--- config.mk ---
export PLATFORM = sky130hd
export DESIGN_NAME = i2cbr_top
export DESIGN_NICKNAME = d
export VERILOG_FILES = /design/src/rtl/i2cbr_pkg.sv /design/src/rtl/i2cbr_top.sv
export SDC_FILE = /design/constraint.sdc
export NUM_CORES = 1
export LEC_CHECK = 0
export BUFFER_PORTS_ARGS = -buffer_cell sky130_fd_sc_hd__buf_2
export CORE_MARGIN = 4
export CORE_UTILIZATION = 31
export CTS_BUF_LIST = sky130_fd_sc_hd__clkbuf_8 sky130_fd_sc_hd__clkbuf_16
export DETAILED_ROUTE_END_ITERATION = 10
export GPL_ROUTABILITY_DRIVEN = 0
export HOLD_SLACK_MARGIN = 0.15
export PLACE_DENSITY = 0.6
export RECOVER_POWER = 100
export SYNTH_ARGS = -nofsm -noshare
export SYNTH_HDL_FRONTEND = slang
export SYNTH_SLANG_ARGS = --single-unit
--- constraint.sdc ---
create_clock -name core_clk -period 5.4 [get_ports core_clk]
set_input_delay 1.08 -clock core_clk [delete_from_list [all_inputs] [get_ports core_clk]]
set_output_delay 1.08 -clock core_clk [all_outputs]
set_load 0.02 [all_outputs]
--- src/rtl/i2cbr_pkg.sv ---
package i2cbr_pkg;
    localparam int unsigned CLK_HZ = 25000000;
    localparam int unsigned CLK_PERIOD_NS = 1000000000 / CLK_HZ;

    // register byte addresses
    localparam logic [3:0] OFS_OWN_ADDR = 4'h0;
    localparam logic [3:0] OFS_DIVIDER = 4'h4;
    localparam logic [3:0] OFS_CONTROL = 4'h8;
    localparam logic [3:0] OFS_STATUS = 4'hc;

    localparam logic [7:0] RST_OWN_ADDR = 8'h00;
    localparam logic [7:0] RST_DIVIDER = 8'h00;
    localparam logic RST_CLK_EN = 1'b0;

    // divider register fields
    localparam int unsigned MULTIPLIER_SELECT_HI = 7;
    localparam int unsigned MULTIPLIER_SELECT_LO = 6;
    localparam int unsigned RATE_HI = 5;
    localparam int unsigned RATE_LO = 0;
    localparam logic [1:0] MULTIPLIER_SELECT_X1 = 2'h0;
    localparam logic [1:0] MULTIPLIER_SELECT_X2 = 2'h1;
    localparam logic [1:0] MULTIPLIER_SELECT_X4 = 2'h2;

    // control and status bits
    localparam int unsigned CTL_CLK_EN = 0;
    localparam int unsigned STS_ADDRESSED = 0;
    localparam int unsigned STS_SLAVE_RW = 1;
    localparam int unsigned STS_BUSY = 2;

    localparam logic [3:0] ADDR_BITS = 4'h8;

    typedef enum logic [2:0] {
        I2CBR_IDLE = 3'b000,
        I2CBR_ADDR = 3'b001,
        I2CBR_ACK_HOLD = 3'b010,
        I2CBR_ACK = 3'b011,
        I2CBR_REL_HOLD = 3'b100
    } i2cbr_state_t;

    typedef struct packed {
        logic [11:0] divider;
        logic [9:0] hold;
    } i2cbr_rate_t;

    typedef struct packed {
        logic [7:0] own_addr;
        logic [7:0] divider;
        logic clk_en;
        logic waitrequest;
        logic [31:0] readdata;
        logic [13:0] bit_cnt;
        logic [9:0] hold_cnt;
        logic scl_oe_n;
        logic sda_oe_n;
        logic scl_q;
        logic sda_q;
        i2cbr_state_t state;
        logic [7:0] shift;
        logic [3:0] bits;
        logic addressed;
        logic slave_rw;
        logic busy;
    } i2cbr_regs_t;
endpackage

--- src/rtl/i2cbr_top.sv ---
`timescale 1ns/1ns
// Overview of operation
// - clock and data lines are open-drain: driven low or released, and sensed.
// - own slave address stored; matching calling address gets acknowledged as slave.
// - divider bits 7:6 pick multiplier: 00 one, 01 two, 10 four.
// - divider bits 5:0 select both clock divider and data hold count.
// - bit rate equals bus clock over multiplier times selected divider.
// - after clock falls, wait hold count bus cycles before changing data.
// - 64 index codes map to fixed divider and hold pairs per lookup.
module i2cbr_top
    import i2cbr_pkg::*;
(
    input wire logic core_clk,
    input wire logic rst,
    input wire logic [3:0] avs_address,
    input wire logic avs_read,
    input wire logic avs_write,
    input wire logic [31:0] avs_writedata,
    input wire logic [3:0] avs_byteenable,
    output logic [31:0] avs_readdata,
    output logic avs_waitrequest,
    input wire logic scl_in,
    output logic scl_out,
    output logic scl_oe_n,
    input wire logic sda_in,
    output logic sda_out,
    output logic sda_oe_n
);

    i2cbr_regs_t r;
    i2cbr_regs_t next_r;
    i2cbr_rate_t rate;
    logic [1:0] multiplier_select_sel;
    logic [13:0] period;
    logic [13:0] half;
    logic acc;
    logic scl_rise;
    logic scl_fall;
    logic start_seen;
    logic stop_seen;

    function automatic i2cbr_rate_t rate_lut(input logic [5:0] idx);
        case (idx)
            6'h00: rate_lut = {12'd20, 10'd7};
            6'h01: rate_lut = {12'd22, 10'd7};
            6'h02: rate_lut = {12'd24, 10'd8};
            6'h03: rate_lut = {12'd26, 10'd8};
            6'h04: rate_lut = {12'd28, 10'd9};
            6'h05: rate_lut = {12'd30, 10'd9};
            6'h06: rate_lut = {12'd34, 10'd10};
            6'h07: rate_lut = {12'd40, 10'd10};
            6'h08: rate_lut = {12'd28, 10'd7};
            6'h09: rate_lut = {12'd32, 10'd7};
            6'h0a: rate_lut = {12'd36, 10'd9};
            6'h0b: rate_lut = {12'd40, 10'd9};
            6'h0c: rate_lut = {12'd44, 10'd11};
            6'h0d: rate_lut = {12'd48, 10'd11};
            6'h0e: rate_lut = {12'd56, 10'd13};
            6'h0f: rate_lut = {12'd68, 10'd13};
            6'h10: rate_lut = {12'd48, 10'd9};
            6'h11: rate_lut = {12'd56, 10'd9};
            6'h12: rate_lut = {12'd64, 10'd13};
            6'h13: rate_lut = {12'd72, 10'd13};
            6'h14: rate_lut = {12'd80, 10'd17};
            6'h15: rate_lut = {12'd88, 10'd17};
            6'h16: rate_lut = {12'd104, 10'd21};
            6'h17: rate_lut = {12'd128, 10'd21};
            6'h18: rate_lut = {12'd80, 10'd9};
            6'h19: rate_lut = {12'd96, 10'd9};
            6'h1a: rate_lut = {12'd112, 10'd17};
            6'h1b: rate_lut = {12'd128, 10'd17};
            6'h1c: rate_lut = {12'd144, 10'd25};
            6'h1d: rate_lut = {12'd160, 10'd25};
            6'h1e: rate_lut = {12'd192, 10'd33};
            6'h1f: rate_lut = {12'd240, 10'd33};
            6'h20: rate_lut = {12'd160, 10'd17};
            6'h21: rate_lut = {12'd192, 10'd17};
            6'h22: rate_lut = {12'd224, 10'd33};
            6'h23: rate_lut = {12'd256, 10'd33};
            6'h24: rate_lut = {12'd288, 10'd49};
            6'h25: rate_lut = {12'd320, 10'd49};
            6'h26: rate_lut = {12'd384, 10'd65};
            6'h27: rate_lut = {12'd480, 10'd65};
            6'h28: rate_lut = {12'd320, 10'd33};
            6'h29: rate_lut = {12'd384, 10'd33};
            6'h2a: rate_lut = {12'd448, 10'd65};
            6'h2b: rate_lut = {12'd512, 10'd65};
            6'h2c: rate_lut = {12'd576, 10'd97};
            6'h2d: rate_lut = {12'd640, 10'd97};
            6'h2e: rate_lut = {12'd768, 10'd129};
            6'h2f: rate_lut = {12'd960, 10'd129};
            6'h30: rate_lut = {12'd640, 10'd65};
            6'h31: rate_lut = {12'd768, 10'd65};
            6'h32: rate_lut = {12'd896, 10'd129};
            6'h33: rate_lut = {12'd1024, 10'd129};
            6'h34: rate_lut = {12'd1152, 10'd193};
            6'h35: rate_lut = {12'd1280, 10'd193};
            6'h36: rate_lut = {12'd1536, 10'd257};
            6'h37: rate_lut = {12'd1920, 10'd257};
            6'h38: rate_lut = {12'd1280, 10'd129};
            6'h39: rate_lut = {12'd1536, 10'd129};
            6'h3a: rate_lut = {12'd1792, 10'd257};
            6'h3b: rate_lut = {12'd2048, 10'd257};
            6'h3c: rate_lut = {12'd2304, 10'd385};
            6'h3d: rate_lut = {12'd2560, 10'd385};
            6'h3e: rate_lut = {12'd3072, 10'd513};
            default: rate_lut = {12'd3840, 10'd513};
        endcase
    endfunction

    always_comb
    begin
        rate = rate_lut(r.divider[RATE_HI:RATE_LO]);
        multiplier_select_sel = r.divider[MULTIPLIER_SELECT_HI:MULTIPLIER_SELECT_LO];
        case (multiplier_select_sel)
            MULTIPLIER_SELECT_X2: period = {1'b0, rate.divider, 1'b0};
            MULTIPLIER_SELECT_X4: period = {rate.divider, 2'b00};
            default: period = {2'b00, rate.divider};
        endcase
        half = {1'b0, period[13:1]};
        acc = (avs_read || avs_write) && !r.waitrequest;
        scl_rise = scl_in && !r.scl_q;
        scl_fall = !scl_in && r.scl_q;
        start_seen = scl_in && r.scl_q && r.sda_q && !sda_in;
        stop_seen = scl_in && r.scl_q && !r.sda_q && sda_in;
    end

    always_comb
    begin
        next_r = r;
        next_r.scl_q = scl_in;
        next_r.sda_q = sda_in;

        // one wait cycle, then accept
        next_r.waitrequest = !((avs_read || avs_write) && r.waitrequest);
        if ((avs_read || avs_write) && r.waitrequest)
        begin
            case (avs_address)
                OFS_OWN_ADDR: next_r.readdata = {24'h000000, r.own_addr};
                OFS_DIVIDER: next_r.readdata = {24'h000000, r.divider};
                OFS_CONTROL: next_r.readdata = {31'h00000000, r.clk_en};
                OFS_STATUS: next_r.readdata = {29'h00000000, r.busy, r.slave_rw, r.addressed};
                default: next_r.readdata = 32'h00000000;
            endcase
        end
        if (acc && avs_write && avs_byteenable[0])
        begin
            case (avs_address)
                OFS_OWN_ADDR: next_r.own_addr = avs_writedata[7:0];
                OFS_DIVIDER: next_r.divider = avs_writedata[7:0];
                OFS_CONTROL: next_r.clk_en = avs_writedata[CTL_CLK_EN];
                OFS_STATUS:
                begin
                    if (avs_writedata[STS_ADDRESSED])
                    begin
                        next_r.addressed = 1'b0;
                    end
                end
                default: next_r.clk_en = r.clk_en;
            endcase
        end

        if (!r.clk_en || r.bit_cnt >= period - 14'h0001)
        begin
            next_r.bit_cnt = 14'h0000;
        end
        else
        begin
            next_r.bit_cnt = r.bit_cnt + 14'h0001;
        end
        // clock pulled low or released
        // enable taken from next state so the first low phase is a full half
        next_r.scl_oe_n = !(next_r.clk_en && next_r.bit_cnt < half);

        if (start_seen)
        begin
            next_r.busy = 1'b1;
        end
        else if (stop_seen)
        begin
            next_r.busy = 1'b0;
        end

        case (r.state)
            I2CBR_IDLE:
            begin
                next_r.sda_oe_n = 1'b1;
            end
            I2CBR_ADDR:
            begin
                if (scl_rise && r.bits != ADDR_BITS)
                begin
                    next_r.shift = {r.shift[6:0], sda_in};
                    next_r.bits = r.bits + 4'h1;
                end
                else if (scl_fall && r.bits == ADDR_BITS)
                begin
                    if (r.shift[7:1] == r.own_addr[7:1])
                    begin
                        next_r.addressed = 1'b1;
                        next_r.slave_rw = r.shift[0];
                        next_r.hold_cnt = rate.hold;
                        next_r.state = I2CBR_ACK_HOLD;
                    end
                    else
                    begin
                        next_r.state = I2CBR_IDLE;
                    end
                end
            end
            I2CBR_ACK_HOLD:
            begin
                if (r.hold_cnt <= 10'h001)
                begin
                    next_r.sda_oe_n = 1'b0;
                    next_r.state = I2CBR_ACK;
                end
                else
                begin
                    next_r.hold_cnt = r.hold_cnt - 10'h001;
                end
            end
            I2CBR_ACK:
            begin
                if (scl_fall)
                begin
                    next_r.hold_cnt = rate.hold;
                    next_r.state = I2CBR_REL_HOLD;
                end
            end
            I2CBR_REL_HOLD:
            begin
                if (r.hold_cnt <= 10'h001)
                begin
                    next_r.sda_oe_n = 1'b1;
                    next_r.state = I2CBR_IDLE;
                end
                else
                begin
                    next_r.hold_cnt = r.hold_cnt - 10'h001;
                end
            end
            default:
            begin
                next_r.state = I2CBR_IDLE;
            end
        endcase

        if (start_seen)
        begin
            next_r.sda_oe_n = 1'b1;
            next_r.bits = 4'h0;
            next_r.state = I2CBR_ADDR;
        end
        else if (stop_seen)
        begin
            next_r.sda_oe_n = 1'b1;
            next_r.state = I2CBR_IDLE;
        end
    end

    always_ff @(posedge core_clk or posedge rst)
    begin
        if (rst)
        begin
            r <= '{own_addr: RST_OWN_ADDR, divider: RST_DIVIDER, clk_en: RST_CLK_EN,
                   waitrequest: 1'b1, readdata: 32'h00000000, bit_cnt: 14'h0000,
                   hold_cnt: 10'h000, scl_oe_n: 1'b1, sda_oe_n: 1'b1, scl_q: 1'b1,
                   sda_q: 1'b1, state: I2CBR_IDLE, shift: 8'h00, bits: 4'h0,
                   addressed: 1'b0, slave_rw: 1'b0, busy: 1'b0};
        end
        else
        begin
            r <= next_r;
        end
    end

    assign avs_readdata = r.readdata;
    assign avs_waitrequest = r.waitrequest;
    assign scl_oe_n = r.scl_oe_n;
    assign sda_oe_n = r.sda_oe_n;
    assign scl_out = 1'b0;
    assign sda_out = 1'b0;

endmodule

# Yosys cells after proc, flatten, opt, wreduce, memory -nomap -nowiden
# Memories as Yosys holds them, arrays and structs flattened.
# Index checks and enable logic that the tools add are counted.
[totals] romBits=1344 out_inout_bits=37 register_bits=96 n_memories=1
[op_classes] n_eq_ne=23 reduce_logical=40 add_sub_neg=4 muxes=36 bitwise=1 n_lt_le_gt_ge=3
[memory_table] memory="(name not given)" depth=64 word_bits=21 read_ports=1 rd_clocked_by_memory_dff=0 write_ports=0 line_no="i2cbr_top.sv:43" rtl="case (idx)"
[ops] operator="10-bit two-way mux" count=5
[ops] operator="8-bit case mux with 4 select lines" count=1
[ops] operator="10-bit case mux with 3 select lines" count=1
[ops] operator="14-bit case mux with 2 select lines" count=1
[ops] operator="4-bit inequality test (second input constant)" count=6
[ops] operator="3-bit two-way mux" count=7
[ops] operator="3-bit case mux with 5 select lines" count=1
[ops] operator="14-bit by 1-bit adder with 14-bit output (second input constant)" count=1
[ops] operator="14-bit greater-or-equal comparator" count=1
[ops] operator="1-bit logical AND" count=14
[ops] operator="14-bit by 13-bit less-than comparator with 1-bit output" count=1
[ops] operator="14-bit two-way mux" count=1
[ops] operator="14-bit by 1-bit subtractor with 14-bit output (second input constant)" count=1
[ops] operator="4-bit equality test (second input constant)" count=3
[ops] operator="6-bit AND reduction" count=2
[ops] operator="1-bit two-way mux" count=11
[ops] operator="10-bit by 1-bit <= comparator with 1-bit output (second input constant)" count=1
[ops] operator="2-bit inequality test (second input constant)" count=5
[ops] operator="10-bit by 1-bit subtractor with 10-bit output (second input constant)" count=1
[ops] operator="1-bit logical NOT" count=8
[ops] operator="2-bit two-way mux" count=4
[ops] operator="4-bit two-way mux" count=2
[ops] operator="2-bit AND reduction" count=4
[ops] operator="7-bit equality test" count=1
[ops] operator="20 further kinds" count=24

# Logic depth before layout (Yosys ltp)
[logic_depth] word_depth=10 depth_mapped=27 ltp_nobuf=25

# Worst setup path before layout
# OpenSTA, ideal clock, no wires.
[synth_path] kind="register to register" start="register r[81] (netlist name)" end="register r, in the netlist scl_oe_n" required_time_ns=5.318 path_slack_ns=-0.214 stages_incl_launch_ff=27 t_arrival_ns=5.532 path_cell_list="dfrtp_1 buf_2 inv_1 ha_1 mux2_2 a2111oi_2 a22oi_1 ha_1 inv_1 nor3_1 a21oi_1 nor3b_4 xnor2_1 ha_1 a21o_1 a21oi_1 o21ai_0 a2111oi_0 nor2_1 clkbuf_1 nor2_1 ha_1 a21o_1 a21o_1 a21oi_1 o211ai_1 a211o_1"
[synth_rtl] element="from (decl)" line_no="i2cbr_top.sv:30" rtl="i2cbr_regs_t r;"
[synth_rtl] element="from (signal assigned)" line_no="i2cbr_top.sv:266" rtl="r <= '{own_addr: RST_OWN_ADDR, divider: RST_DIVIDER, clk_en: RST_CLK_EN,"
[synth_rtl] element="from (signal assigned)" line_no="i2cbr_top.sv:274" rtl="r <= next_r;"

==> metrics.md <==
| Metric | Value |
|---|---|
| P per Cell Area | 332 mW/mm² |
| Number of synthesized register bits | 72 |
| Final Skew | 0.00648 ns |
| Post-synthesis xor/xnor area fraction | 5.27% |
| Lkg Pwr | 2.80 nW |
| Core ar. | 0.0173 mm² |
| Final core occ | 36.5% |
| WL met2 | 5700 µm |
| Max-cap violations | 1 |
| Grt ovf | 0 |
| Avg Cell Area, Syn | 9.08 µm² |
| Antenna violations before repair | 0 |
| Commonest non-fill, non-tap cells in the layout | dfrtp_1, ha_1, nor2_1, nand2_1 |
| Drt wl/cell | 13.9 µm |
| Tcrit/Tclk final | 95.6% |
| Max-slew violation count | 37 |
| Worst EP arrival | 5.41 ns |
| DR vias | 4,349 |
| Ant diodes | 0 |
| CTS Sinks | 72 |
| Post-route ant nets | 0 |
| Post-synthesis compound-gate area fraction | 17.8% |
| Simple-Gate Fraction of Synth Area | 16.9% |
| Sw power | 776 µW |
| Post-DP HPWL | 9370 µm |
| Internal power | 1.32 mW |
| First-pass GRT wire length | 20,400 µm |
| Hold WC Path Type | flip-flop to flip-flop |
| Startpoint types | flip-flop |
| Period minus WS final | 5.16 ns |
| Mapped cell area | 0.00549 mm² |
| Met1 Wirelength | 6070 µm |
| CTS root buffer | clkbuf_16 |
| Commonest non-fill, non-tap cell in the layout | dfrtp_1 |
| IO Pins | 83 |
| Switching Share | 37.0% |
| Die height | 141 µm |
| FFs w/ async S/R, synth | 100% |
| Failing checks | capacitance limit, slew limit |
| Width of the chip | 141 µm |
| Pin count of the biggest net entering global routing | 38 |
| Via density | 4.95 |
| Setup TNS | 0 ns |
| Synth Area in Adders | 9.81% |
| DRC Markers | 0 |
| Slew @ Worst Pin | 1.95 ns |
| Starting density of the core | 31.7% |
| FMAX | 0.194 GHz |
| EDFF count, synth | 0 |
| Seq/Total Area, Yosys | 33.0% |
| Reg-to-reg startpoint | r[82]$_DFFE_PP0P_ |
| Port buffer count | 29 |
| Clk_lat worst skew | 0.34 ns |
| Setup-failing EPs final | 0 |
| Clk pin slew, worst setup/hold paths | 0.06 ns |
| CP Launch Point | r[82]$_DFFE_PP0P_ |
| DRT Wirelength | 12,200 µm |
| First drt pass iteration count | 4 |
| TritonCTS clock tree | built |
| Mux share of post-synthesis cell area | 8.55% |
| All-Layer GR Usage | 12.3% |
| Top FF cell, synth | dfrtp_1 |
| Ratio of cells with drive above 1 in the final layout | 21.4% |
| Synth cell types | 67 |
| Initial DRC count | 178 |
| CP required | 5.65 ns |
| Vias in the first global route | 4,172 |
| Uppermost layer routed | met4 |
| Final hold viol count | 0 |
| Die Area | 0.0199 mm² |
| Critical path class | flip-flop to flip-flop |
| Clock Power Share | 27.6% |
| Met3 WL | 331 µm |
| Main combinational cell family by area after synthesis | compound AO/OA/AOI/OAI gates |
| Critical path peak fanout | 7 |
| YS warnings | 0 |
| Num CTS Buffers | 9 |
| Clk buf depth | 2 |
| Relative slew margins | -30.0% |
| Combinational power share | 39.4% |
| P&R area growth vs syn | 15.1% |
| Outcome | finished with violations |
| Hold wc startpoint | avs_readdata[4]$_DFFE_PP0P_ |
| Maximum vdd drop | 0.000161 V |
| Row cnt | 48 |
| H-tree Lvls | 3 |
| Crit. End Element | flip-flop |
| Seq pwr share | 33.0% |
| Cells after synthesis | 604 |
| Nets@finish | 738 |
[worst max-delay path, stage by stage (launching register included)]
cell and delay (ns):
dfrtp_2 0.48, buf_4 0.17, ha_1 0.24, a22o_1 0.23, a311o_1 0.41, a221oi_4 0.33
nand3_1 0.17, nor2_2 0.20, buf_4 0.13, nand2_1 0.05, xnor2_1 0.13, ha_1 0.29
a21oi_1 0.13, o21ai_1 0.10, a2111oi_2 0.40, nor2_2 0.12, buf_4 0.18, nor2_2 0.14
ha_1 0.26, a21o_1 0.16, a21o_1 0.17, a21oi_1 0.17, o211ai_1 0.10, a211o_1 0.31
[power by group through the flow]
stage / Sequential [mW] / Clock (mW) / Combinational (mW)
2_1_floorplan: 0.683 / 0 / 0.576
4_1_cts: 0.691 / 0.601 / 0.779
3_5_place_dp: 0.701 / 0 / 0.772
5_1_grt: 0.704 / 0.621 / 0.921
3_3_place_gp: 0.698 / 0 / 0.764
6_report: 0.692 / 0.578 / 0.824
[area by class of cell]
class | instances | area, µm²
clock buffers | 9 | 225
clock inverters | 7 | 63.8
fillers | 1769 | 11000
inverters | 28 | 105
multi-input cells | 470 | 3400
flip-flops and latches | 72 | 1810
well taps | 225 | 282
repair buffers | 68 | 429
[cell usage after synthesis, types with 3 or more instances]
library cell,n,area [µm²]
dfrtp_1,67,1680
nor2_1,46,173
ha_1,43,538
nand2_1,38,143
o21ai_0,38,190
buf_4,36,270
a21oi_1,31,155
mux2_2,27,304
inv_1,26,97.6
nand3_1,24,120
nor3_1,21,105
xnor2_1,20,175
clkbuf_1,14,52.6
xor2_1,13,114
mux2i_1,12,120
a21o_1,11,82.6
a31oi_1,9,56.3
buf_2,8,40.0
nor2b_1,7,43.8
a211oi_1,6,45.0
and3_1,6,37.5
nand2b_1,6,37.5
nand4_1,6,37.5
o211ai_1,6,45.0
dfstp_2,5,131
a22o_1,4,35.0
nor4_1,4,25.0
o21ai_1,4,20.0
a22oi_1,3,22.5
and2_1,3,18.8
nand3b_1,3,22.5
nor3b_1,3,22.5
or2_2,3,18.8
or3_1,3,18.8
or4_1,3,22.5
[cells by family after synthesis]
logic type      after synthesis
fa+ha+maj                    43
other cells                   1
simple gates                183
buf+inv                      88
mux                          41
compound gates              143
xor+xnor                     33
flops                        72
[per-layer routing]
layer | vias to the layer above | track usage, %
met5 | - | 0
met4 | 0 | 2.60
met3 | 12 | 2.37
met2 | 56 | 19.9
met1 | 2076 | 17.0
li1 | 2205 | -
[worst paths after layout]
| path | end | slack (ns) | depth (start not counted) |
|---|---|---|---|
| setup / recovery | scl_oe_n$_DFF_PP1_ | 0.24 | 23 |
| hold / removal | avs_readdata[4]$_DFFE_PP0P_ | 0.48 | 2 |
| setup reg to reg | scl_oe_n$_DFF_PP1_ | 0.24 | 23 |
| hold reg to reg | avs_readdata[4]$_DFFE_PP0P_ | 0.48 | 2 |
| max in group asynchronous | r[82]$_DFFE_PP0P_ | 1.62 | 3 |
| min in group asynchronous | r[39]$_DFF_PP0_ | 1.16 | 2 |
[through the flow]
| step | area (µm²) | power, mW | instances | hold WS [ns] | setup slack, ns |
|---|---|---|---|---|---|
| global placement | 5930 | 1.46 | 858 | 0.462 | 0.0217 |
| global route | 6310 | 2.25 | 879 | 0.529 | -0.0491 |
| finish | 6310 | 2.09 | 879 | 0.482 | 0.238 |
| floorplan | 5600 | 1.26 | 629 | 0.451 | 0.0340 |
| CTS | 6220 | 2.07 | 874 | 0.486 | 0.0190 |
| detailed placement | 5930 | 1.47 | 858 | 0.472 | 0.00674 |
[flip-flops by register name, indices dropped and copies added, names as in the netlist]
name and cells:
avs_readdata 8, avs_waitrequest 1, multiplier_select_sel 2, r 59
scl_oe_n 1, sda_oe_n 1
[what timing repair did]
| item | in CTS | in global routing |
|---|---|---|
| hold buffers | 0 | 0 |
| resized for setup | 2 | 22 |
| buffers inserted | 0 | 4 |
| pin swaps | 1 | 11 |
| setup endpoints to repair | 1 | 1 |
| gates cloned | 0 | 1 |
No activity file was read; power rests on OpenSTA's default activity.
